### src/i2c_target_pkg.sv
// Constants and carrier types for the two-wire target register port.
// Assumes a single 20 MHz core clock; SCL and SDA arrive asynchronously.
package i2c_target_pkg;

  // ==========================================================
  // Bus address
  localparam logic [6:0] DEFAULT_BUS_SELECT_CODE = 7'h2B;
  localparam logic [7:0] NVM_ADDR_SLOT = 8'h04;

  // ==========================================================
  // Register space
  localparam int REG_COUNT = 256;
  localparam logic [7:0] POINTER_RESET = 8'h00;
  localparam logic [7:0] BYTE_ZERO = 8'h00;
  localparam logic [3:0] BIT_LAST = 4'h7;
  localparam logic [3:0] BIT_ACK = 4'h8;

  // ==========================================================
  // Link phases
  typedef enum logic [2:0] {
    ST_IDLE = 3'b000,
    ST_ADDR = 3'b001,
    ST_ADDR_ACK = 3'b010,
    ST_WRITE = 3'b011,
    ST_WRITE_ACK = 3'b100,
    ST_READ = 3'b101,
    ST_READ_ACK = 3'b110
  } phase_t;

  // Sampled line levels
  typedef struct packed {
    logic scl;
    logic sda;
  } line_t;

  // Register-file access strobe
  typedef struct packed {
    logic wr;
    logic [7:0] addr;
    logic [7:0] data;
  } reg_wr_t;

endpackage

### src/i2c_target_register_port.sv
// Two-wire target port giving a bus master access to a byte register space.
// Assumes SCL/SDA as plain inputs with open-drain SDA output; pull-ups are external.
// Summary of operation
// - The port acts only as a target and handles 100 kb/s and 400 kb/s traffic.
// - The bus address defaults to 0x2B.
// - A programmed nonvolatile address word replaces the default address.
// - Reads and writes are taken at any time, with no mode prerequisite.
// - Status bytes are read-only inputs and control bytes are read and write.
// - A write starts with the address and a zero direction bit, which is acknowledged.
// - The first written byte is the register pointer, and every byte is acknowledged.
// - The pointer increments after each written data byte.
// - An address with direction one is acknowledged and the first read byte driven.
// - The pointer advances after each read byte; a master acknowledge makes the port send the next register.
// - Gateway bytes are held in volatile flops and lost on reset.
`timescale 1ns/100ps
module i2c_target_register_port
  import i2c_target_pkg::*;
(
  // Clock and reset
  input wire logic clk_i,
  input wire logic arst_n_i,
  // Serial link
  input wire logic scl_i,
  input wire logic sda_i,
  output logic sda_o,
  output logic sda_oe_o,
  // Nonvolatile address slot
  input wire logic nvm_addr_valid_i,
  input wire logic [6:0] nvm_addr_i,
  // Read-only status bytes, mapped at the low register indices
  input wire logic [7:0] status0_i,
  input wire logic [7:0] status1_i,
  // Write strobe towards the device core
  output i2c_target_pkg::reg_wr_t reg_wr_o
);

  // ==========================================================
  // State
  typedef struct packed {
    line_t s1;
    line_t s2;
    line_t prev;
    phase_t phase;
    logic [3:0] bitn;
    logic [7:0] shreg;
    logic reading;
    logic ptr_next;
    logic [7:0] ptr;
    logic [6:0] own_addr;
    logic addr_loaded;
    logic sda_drv;
    reg_wr_t wr;
  } state_t;

  state_t st_q;
  state_t st_d;
  logic [7:0] regs_q [0:REG_COUNT-1];
  logic [7:0] rd_byte;

  // Status bytes stand at index 0 and 1; software writes there are dropped
  function automatic logic is_status(input logic [7:0] a);
    return a < 8'h02;
  endfunction

  // ==========================================================
  // Read mux
  always_comb begin
    if (st_q.ptr == 8'h00) begin
      rd_byte = status0_i;
    end else if (st_q.ptr == 8'h01) begin
      rd_byte = status1_i;
    end else begin
      rd_byte = regs_q[st_q.ptr];
    end
  end

  // ==========================================================
  // Protocol engine; SDA is sampled on SCL rise, changed on SCL fall
  always_comb begin
    logic scl_rise;
    logic scl_fall;
    logic start_c;
    logic stop_c;
    scl_rise = 1'b0;
    scl_fall = 1'b0;
    start_c = 1'b0;
    stop_c = 1'b0;
    st_d = st_q;
    st_d.s1 = '{scl: scl_i, sda: sda_i};
    st_d.s2 = st_q.s1;
    st_d.prev = st_q.s2;
    st_d.wr.wr = 1'b0;
    // edge detection on synced lines, ample margin at 400 kb/s
    scl_rise = st_q.s2.scl & ~st_q.prev.scl;
    scl_fall = ~st_q.s2.scl & st_q.prev.scl;
    start_c = st_q.s2.scl & st_q.prev.scl & st_q.prev.sda & ~st_q.s2.sda;
    stop_c = st_q.s2.scl & st_q.prev.scl & ~st_q.prev.sda & st_q.s2.sda;
    // address taken once after reset release
    if (!st_q.addr_loaded) begin
      st_d.addr_loaded = 1'b1;
      st_d.own_addr = nvm_addr_valid_i ? nvm_addr_i : DEFAULT_BUS_SELECT_CODE;
    end
    if (stop_c) begin
      st_d.phase = ST_IDLE;
      st_d.sda_drv = 1'b0;
    end else if (start_c) begin
      // start or repeated start at any time
      st_d.phase = ST_ADDR;
      st_d.bitn = 4'h0;
      st_d.sda_drv = 1'b0;
    end else begin
      case (st_q.phase)
        ST_IDLE: begin
          st_d.sda_drv = 1'b0;
        end
        ST_ADDR, ST_WRITE: begin
          if (scl_rise) begin
            st_d.shreg = {st_q.shreg[6:0], st_q.s2.sda};
            st_d.bitn = st_q.bitn + 4'h1;
          end else if (scl_fall && st_q.bitn == BIT_ACK) begin
            st_d.bitn = 4'h0;
            if (st_q.phase == ST_ADDR) begin
              if (st_q.shreg[7:1] == st_q.own_addr) begin
                st_d.sda_drv = 1'b1;
                st_d.reading = st_q.shreg[0];
                st_d.ptr_next = 1'b1;
                st_d.phase = ST_ADDR_ACK;
              end else begin
                st_d.phase = ST_IDLE;
              end
            end else begin
              st_d.sda_drv = 1'b1;
              st_d.phase = ST_WRITE_ACK;
              if (st_q.ptr_next) begin
                st_d.ptr = st_q.shreg;
                st_d.ptr_next = 1'b0;
              end else begin
                st_d.wr = '{wr: 1'b1, addr: st_q.ptr, data: st_q.shreg};
                st_d.ptr = st_q.ptr + 8'h01;
              end
            end
          end
        end
        ST_ADDR_ACK, ST_WRITE_ACK: begin
          if (scl_fall) begin
            if (st_q.phase == ST_ADDR_ACK && st_q.reading) begin
              // first read byte drives on ack release
              st_d.shreg = rd_byte;
              st_d.sda_drv = ~rd_byte[7];
              st_d.bitn = 4'h0;
              st_d.phase = ST_READ;
            end else begin
              st_d.sda_drv = 1'b0;
              st_d.phase = ST_WRITE;
            end
          end
        end
        ST_READ: begin
          if (scl_fall) begin
            if (st_q.bitn == BIT_LAST) begin
              st_d.sda_drv = 1'b0;
              st_d.ptr = st_q.ptr + 8'h01;
              st_d.phase = ST_READ_ACK;
            end else begin
              st_d.shreg = {st_q.shreg[6:0], 1'b0};
              st_d.sda_drv = ~st_q.shreg[6];
              st_d.bitn = st_q.bitn + 4'h1;
            end
          end
        end
        ST_READ_ACK: begin
          if (scl_rise) begin
            st_d.phase = st_q.s2.sda ? ST_IDLE : ST_ADDR_ACK;
            st_d.reading = 1'b1;
          end
        end
        default: begin
          st_d.phase = ST_IDLE;
        end
      endcase
    end
  end

  // ==========================================================
  // State register
  always_ff @(posedge clk_i or negedge arst_n_i) begin
    if (!arst_n_i) begin
      st_q <= '{s1: '{scl: 1'b1, sda: 1'b1}, s2: '{scl: 1'b1, sda: 1'b1},
                prev: '{scl: 1'b1, sda: 1'b1}, phase: ST_IDLE, bitn: 4'h0,
                shreg: BYTE_ZERO, reading: 1'b0, ptr_next: 1'b0, ptr: POINTER_RESET,
                own_addr: DEFAULT_BUS_SELECT_CODE, addr_loaded: 1'b0, sda_drv: 1'b0,
                wr: '{wr: 1'b0, addr: BYTE_ZERO, data: BYTE_ZERO}};
    end else begin
      st_q <= st_d;
    end
  end

  // ==========================================================
  // Control and gateway bytes; cleared on reset as they are volatile
  always_ff @(posedge clk_i or negedge arst_n_i) begin
    if (!arst_n_i) begin
      for (int i = 0; i < REG_COUNT; i++) begin
        regs_q[i] <= BYTE_ZERO;
      end
    end else if (st_q.wr.wr && !is_status(st_q.wr.addr)) begin
      regs_q[st_q.wr.addr] <= st_q.wr.data;
    end
  end

  // Open drain: output level is always low, enable pulls the line
  assign sda_o = 1'b0;
  assign sda_oe_o = st_q.sda_drv;
  assign reg_wr_o = st_q.wr;

endmodule

### config.mk
export PLATFORM = sky130hd
export DESIGN_NAME = i2c_target_register_port
export DESIGN_NICKNAME = d
export VERILOG_FILES = /design/src/i2c_target_pkg.sv /design/src/i2c_target_register_port.sv
export SDC_FILE = /design/constraint.sdc
export NUM_CORES = 2
export LEC_CHECK = 0
export BUFFER_PORTS_ARGS = -buffer_cell sky130_fd_sc_hd__buf_4
export CAP_MARGIN = 20
export CORE_UTILIZATION = 58
export CTS_CLUSTER_DIAMETER = 30
export DETAILED_ROUTE_END_ITERATION = 7
export PLACE_DENSITY = 0.84
export REMOVE_ABC_BUFFERS = 1
export SYNTH_ARGS = -nofsm -noshare
export SYNTH_HDL_FRONTEND = slang
export SYNTH_SLANG_ARGS = --single-unit
### constraint.sdc
create_clock -name clk_i -period 3.25 [get_ports clk_i]
set_input_delay 0.1625 -clock clk_i [delete_from_list [all_inputs] [get_ports clk_i]]
set_output_delay 0.1625 -clock clk_i [all_outputs]
set_load 0.02 [all_outputs]
Word level (Yosys, flattened, before mapping)
Index checks and enable logic that the tools add are counted.
{"block": "classes", "add_sub_neg": 2, "n_lt_le_gt_ge": 4, "eq_ne": 36, "mux": 55, "bitwise_logic": 20, "n_reduce_logical": 22}
{"op": "2048-bit bitwise mux", "count": 1}
{"op": "17-bit two-way mux", "count": 5}
{"op": "8-bit two-way mux", "count": 10}
{"op": "8-bit binary-select mux with 8-bit select", "count": 1}
{"op": "8-bit demux with 8-bit select", "count": 1}
{"op": "18-bit two-way mux", "count": 2}
{"op": "12-bit one-hot mux with 3 select lines", "count": 1}
{"op": "15-bit two-way mux", "count": 2}
{"op": "4-bit inequality test (second input constant)", "count": 7}
{"op": "12-bit two-way mux", "count": 2}
{"op": "2-bit inequality test (second input constant)", "count": 12}
{"op": "8-bit AND reduction", "count": 3}
{"op": "7-bit two-way mux", "count": 3}
{"op": "7-bit AND reduction", "count": 3}
{"op": "10-bit two-way mux", "count": 2}
{"op": "9-bit greater-or-equal comparator (second input constant)", "count": 2}
{"op": "3-bit two-way mux", "count": 6}
{"op": "8-bit NOT with 9-bit output", "count": 2}
{"op": "8-bit one-hot mux with 2 select lines", "count": 1}
{"op": "3-bit inequality test (second input constant)", "count": 5}
{"op": "3-bit one-hot mux with 5 select lines", "count": 1}
{"op": "6-bit AND reduction", "count": 2}
{"op": "1-bit two-way mux", "count": 11}
{"op": "1-bit NOT", "count": 11}
{"op": "other kinds (27)", "count": 43}
{"block": "word_totals", "ff_bits": 2105, "in_bits": 28, "output_inout_bits": 19}

Longest topological paths before layout
{"block": "logic_depth", "depth_word": 12, "mapped_depth": 14, "mapped_depth_nobuf": 8}

Worst setup path before layout
No wires, ideal clock.
{"block": "synth_path", "path_kind": "register to register", "startpoint": "reg st_q[26] in the netlist's numbering", "endpoint": "reg st_q[40] in the netlist's numbering", "setup_ns": 0.099, "arrival_ns": 3.001, "required_time_ns": 3.151, "slack_ns": 0.150, "path_stages_with_launch": 15, "n_path_buf": 6, "period_less_slack_ns": 3.100, "path_cell_list": "dfrtp_1 > buf_6 > buf_8 > buf_6 > buf_6 > buf_6 > clkinv_1 > buf_2 > ha_1 > o211a_1 > or2_2 > nor3_1 > o21ai_0 > o21a_1 > a311oi_1"}
{"block": "synth_via", "elab_chain_cells": 9, "word_cells_on_any_way": 11, "classes_between": "eq/ne: 1; mux: 8; bitwise: 1; reduce/logical: 1"}
{"element": "start, declared", "line_no": "i2c_target_register_port.sv:55", "text": "state_t st_q;"}
{"element": "start signal, assigned", "line_no": "i2c_target_register_port.sv:188", "text": "st_q <= '{s1: '{scl: 1'b1, sda: 1'b1}, s2: '{scl: 1'b1, sda: 1'b1},"}
{"element": "start signal, assigned", "line_no": "i2c_target_register_port.sv:194", "text": "st_q <= st_d;"}
{"element": "8-bit NOT with 9-bit output (implied by the code)", "line_no": "i2c_target_register_port.sv:73", "text": "rd_byte = regs_q[st_q.ptr];"}
{"element": "8-bit binary-select mux with 8-bit select", "line_no": "i2c_target_register_port.sv:73"}
{"element": "8-bit two-way mux (implied by the code) (2 in series)", "line_no": "i2c_target_register_port.sv:73"}
{"element": "8-bit two-way mux", "line_no": "i2c_target_register_port.sv:70", "text": "end else if (st_q.ptr == 8'h01) begin"}
{"element": "8-bit two-way mux *", "line_no": "i2c_target_register_port.sv:68", "text": "if (st_q.ptr == 8'h00) begin"}
{"element": "12-bit two-way mux *", "line_no": "i2c_target_register_port.sv:146", "text": "if (st_q.phase == ST_ADDR_ACK && st_q.reading) begin"}
{"element": "15-bit two-way mux *", "line_no": "i2c_target_register_port.sv:145", "text": "if (scl_fall) begin"}
{"element": "12-bit one-hot mux with 3 select lines *", "line_no": "i2c_target_register_port.sv:112", "text": "case (st_q.phase)"}
Every way passes the cells marked *; elsewhere a longest branch is shown, timed or not. The select of a mux whose other input is x is not followed.
A chain may end at the register's enable or synchronous reset.

Final worst setup path
{"block": "layout_path", "startpoint": "reg st_q[29] in the netlist's numbering", "endpoint": "reg st_q (netlist bit sda_oe_o)"}
{"block": "layout_via", "elab_chain_cells": 12, "word_cells_on_any_way": 14, "classes_between": "eq/ne: 1; mux: 10; bitwise: 2; reduce/logical: 1"}
{"element": "8-bit NOT with 9-bit output (implied by the code)", "line_no": "i2c_target_register_port.sv:73"}
{"element": "8-bit binary-select mux with 8-bit select", "line_no": "i2c_target_register_port.sv:73"}
{"element": "8-bit two-way mux (implied by the code) (2 in series)", "line_no": "i2c_target_register_port.sv:73"}
{"element": "8-bit two-way mux", "line_no": "i2c_target_register_port.sv:70"}
{"element": "8-bit two-way mux *", "line_no": "i2c_target_register_port.sv:68"}
{"element": "1-bit NOT *", "line_no": "i2c_target_register_port.sv:149", "text": "st_d.sda_drv = ~rd_byte[7];"}
{"element": "1-bit two-way mux *", "line_no": "i2c_target_register_port.sv:146"}
{"element": "1-bit two-way mux *", "line_no": "i2c_target_register_port.sv:145"}
{"element": "1-bit one-hot mux with 4 select lines *", "line_no": "i2c_target_register_port.sv:112"}
{"element": "1-bit two-way mux *", "line_no": "i2c_target_register_port.sv:106", "text": "end else if (start_c) begin"}
{"element": "1-bit two-way mux *", "line_no": "i2c_target_register_port.sv:103", "text": "if (stop_c) begin"}
Marked as above.

==> reports/qor.yml <==
setup_path:
  slowest_delay_ns: 0.77
  critPathLaunchType: "flip-flop"
  path_class: "flip-flop to flip-flop"
  crit_arrival_ns: 4.21
  crit_chain: "buf_4 > inv_2 > mux4_2 > nor2_1 > a2111oi_0 > nor3_1 > o211a_1 > o211a_1"
  crit_top_cell: "o211a_1"
  critPathMaxFanout: 13
  required_ns: 4.10
  cp_slowest_cell: "a2111oi_0"
  end_kind: "flip-flop"
place:
  port-buffer-count: 45
  dpl.hpwl_mm: 175
  place.gp.congestion: 0.959
sta:
  hold_viol_final: 0
  fin_tns_setup_ns: -0.356
  tightest_slew_ns: 1.21
  fin_crit_ns: 3.36
  period_share_pct: 103
  setup_violations: 4
  setup_ws_ns: -0.107
  rsz0062_at_grt: "true"
  maxSlewViolCount: 0
  fmax_mhz: 298
  slew_headroom_pct: 19.2
  fin_skew_ns: 0.0633
clock_network:
  clk_pin_slew_ns: 0.06
  cts_buffers: 410
  htreeDepth: 5
  cts-root-buf: "clkbuf_16"
  clk_path_buf_depth: 4
  clk_latency_ns: 0.98
  cts_tree: "yes"
  clock_sinks: 2105
run:
  maxCapViolCount: 0
synth:
  ys.flop_type: "dfrtp_1"
  synthesis.instances: 6304
  ys_top_cells_by_count: "dfrtp_1, mux2_2, mux4_2"
  synth.distinct_cells: 70
  synth_async_sr_flop_share_pct: 100
  synth_edf_count: 0
  synth.most_common_cell: "dfrtp_1"
  synthTopCellsByArea: "dfrtp_1, mux2_2, mux4_2"
  synth_warnings: 0
  ys_ff_latch: 2105
  synth.cell_area_sq_um: 96700
  yosys.area.top_type: "dfrtp_1"
  syn_area_per_cell_sq_um: 15.3
  ys_seq_area_share_pct: 54.5
  yosysTopAreaCellShare_pct: 54.2
floorplanning:
  io_pins: 47
  fp.dieW_microns: 410
  die_h_microns: 410
  fp-row-count: 149
  initial_core_util_pct: 58.6
  dieArea_sq_um: 168000
  core-area_sq_um: 165000
grt:
  grt_pass1_vias: 69500
  antenna_found_initial: 18
  grt_overflow: 0
  grt_usage_pct: 36.1
  grt_max_degree: 135
  grt_first_pass_wirelength_mm: 453
route:
  vias: 64600
  wl_per_cell_microns: 32.1
  routed_via_density: 6.88
  drc: 4
  drt_iter0_drc: 8045
  drt-total-wl_mm: 302
  final_antenna_net_count: 0
  first_pass_iters: 8
run_status:
  violations: "design-rule violations, negative setup slack"
  status: "finished, violations left"
layout:
  fin_nets: 6904
  drive_gt1_share_pct: 55.3
  synthToLayoutAreaGrowth_pct: 21.6
pwr:
  power.total_mw: 71.0
  vdd_drop_max_uv: 511
  p_leak_nw: 56.1
  p_per_area_nw_per_um2: 603
worst_hold_path:
  hold_class: "input port to asynchronous set/reset pin"
[through the flow]
stage / setup slack, ns / std cells / cell area (sq um) / hold WS (ns) / util, %
2_1_floorplan: -23.99 / 5802 / 94400 / -0.133 / -
5_1_grt: -0.0378 / 9388 / 118000 / 0.0360 / 71.2
3_3_place_gp: -0.278 / 8598 / 103000 / 0.113 / 62.2
4_1_cts: 0.00766 / 9385 / 118000 / 0.00436 / 71.1
6_report: -0.107 / 9392 / 118000 / 0.0158 / 71.2
3_5_place_dp: -0.314 / 8598 / 103000 / 0.111 / 62.2
[timing repair]
| action | in CTS | in global routing |
|---|---|---|
| pin swaps | 0 | 4 |
| setup endpoints to repair | 4 | 9 |
| buffers inserted | 3 | 1 |
| gates resized for setup | 5 | 16 |
| endpoints found under the hold margin | 1468 | 0 |
| gates cloned | 0 | 1 |
| hold buffers | 44 | 0 |
[metal layers]
metal	GRT usage, %	vias up	wire length (microns)	share of wire (%)
li1	-	24700	-	-
met1	45.2	33900	108000	36
met2	54.6	4513	139000	46
met3	11.3	1440	33300	11
met4	22.9	24	21800	7.2
met5	0	-	172	0.057
[sequential cells by signal, summed over array words and instances, names as in the netlist]
register and cells:
regs_q 2048, st_q 35, reg_wr_o 17, st_d 4, sda_oe_o 1
[worst max-delay path: cells and delay by family, from the launching register on]
| family | cells | cell delay, ns |
|---|---|---|
| buf+inv | 2 | 0.84 |
| compound gates | 3 | 1.18 |
| mux | 1 | 0.42 |
| flops | 1 | 0.64 |
| simple gates | 2 | 0.19 |
[cells by family (layout without fill, tap and decap cells)]
logic type | after synthesis | in the layout | share of synthesized area [%]
adder cells (fa/ha/maj) | 5 | 5 | 0.0647
XOR/XNOR | 8 | 8 | 0.0724
AO/OA/AOI/OAI | 281 | 281 | 1.97
flip-flops | 2105 | 2105 | 54.5
other | 2 | 6 | 0.00777
AND/OR/NAND/NOR | 646 | 646 | 2.91
buffers and inverters | 518 | 1413 | 2.46
multiplexers | 2739 | 2739 | 38.0
[layout by cell type, fill, tap and decap left out, types with 8 or more instances in the layout]
master,netlist,final
inv_1,12,11
a211oi_1,14,13
mux4_2,542,542
and2_1,13,13
clkbuf_1,337,43
mux2_2,2072,2072
dfrtp_1,2095,2080
clkinv_2,0,52
a21oi_1,63,63
o221ai_1,12,11
buf_12,0,78
a31oi_1,21,20
dlygate4sd3_1,0,43
clkinv_4,0,44
a22oi_1,8,8
buf_4,62,530
bufinv_16,0,55
and3_1,10,10
clkbuf_16,0,416
nor2b_1,26,25
nand2_1,251,251
mux2i_1,125,123
nand2b_1,17,17
clkinvlp_4,0,52
clkbuf_8,0,52
dfstp_2,10,10
nor2_1,224,222
o21ai_0,48,46
nand3_1,44,44
inv_6,0,21
nor3_1,20,20
dfrtp_4,0,12
o22ai_1,30,29
[cell type report]
| cell class | instances | area (sq um) |
|---|---|---|
| antenna | 4 | 10.0 |
| sequential | 2105 | 52700 |
| clock buffer | 510 | 11300 |
| clock inverter | 230 | 2980 |
| fill | 9106 | 47500 |
| tap | 2189 | 2740 |
| multi-input combinational | 3681 | 41700 |
| timing repair buffer | 657 | 6100 |
| inverter | 16 | 71.3 |
[power breakdown]
group / switching, mW / leakage (nW) / internal (mW)
registers: 0.133 / 29.3 / 26.3
clock network: 14.6 / 6.85 / 28.9
logic: 0.726 / 19.9 / 0.245
total: 15.5 / 56.1 / 55.5
[final timing paths]
check | slack (ns) | cells past startpoint | endpoint | from
worst min-delay path | 0.02 | 3 | regs_q[1989] | arst_n_i
max in group asynchronous | 2.19 | 4 | regs_q[321] | arst_n_i
worst max register to register | -0.11 | 8 | sda_oe_o | st_q[29]
worst min register to register | 0.36 | 0 | st_d[51] | st_d[53]
min in group clk_i | 0.04 | 4 | st_q[23] | nvm_addr_valid_i
worst max-delay path | -0.11 | 8 | sda_oe_o | st_q[29]
(Power assumes the default switching activity.)
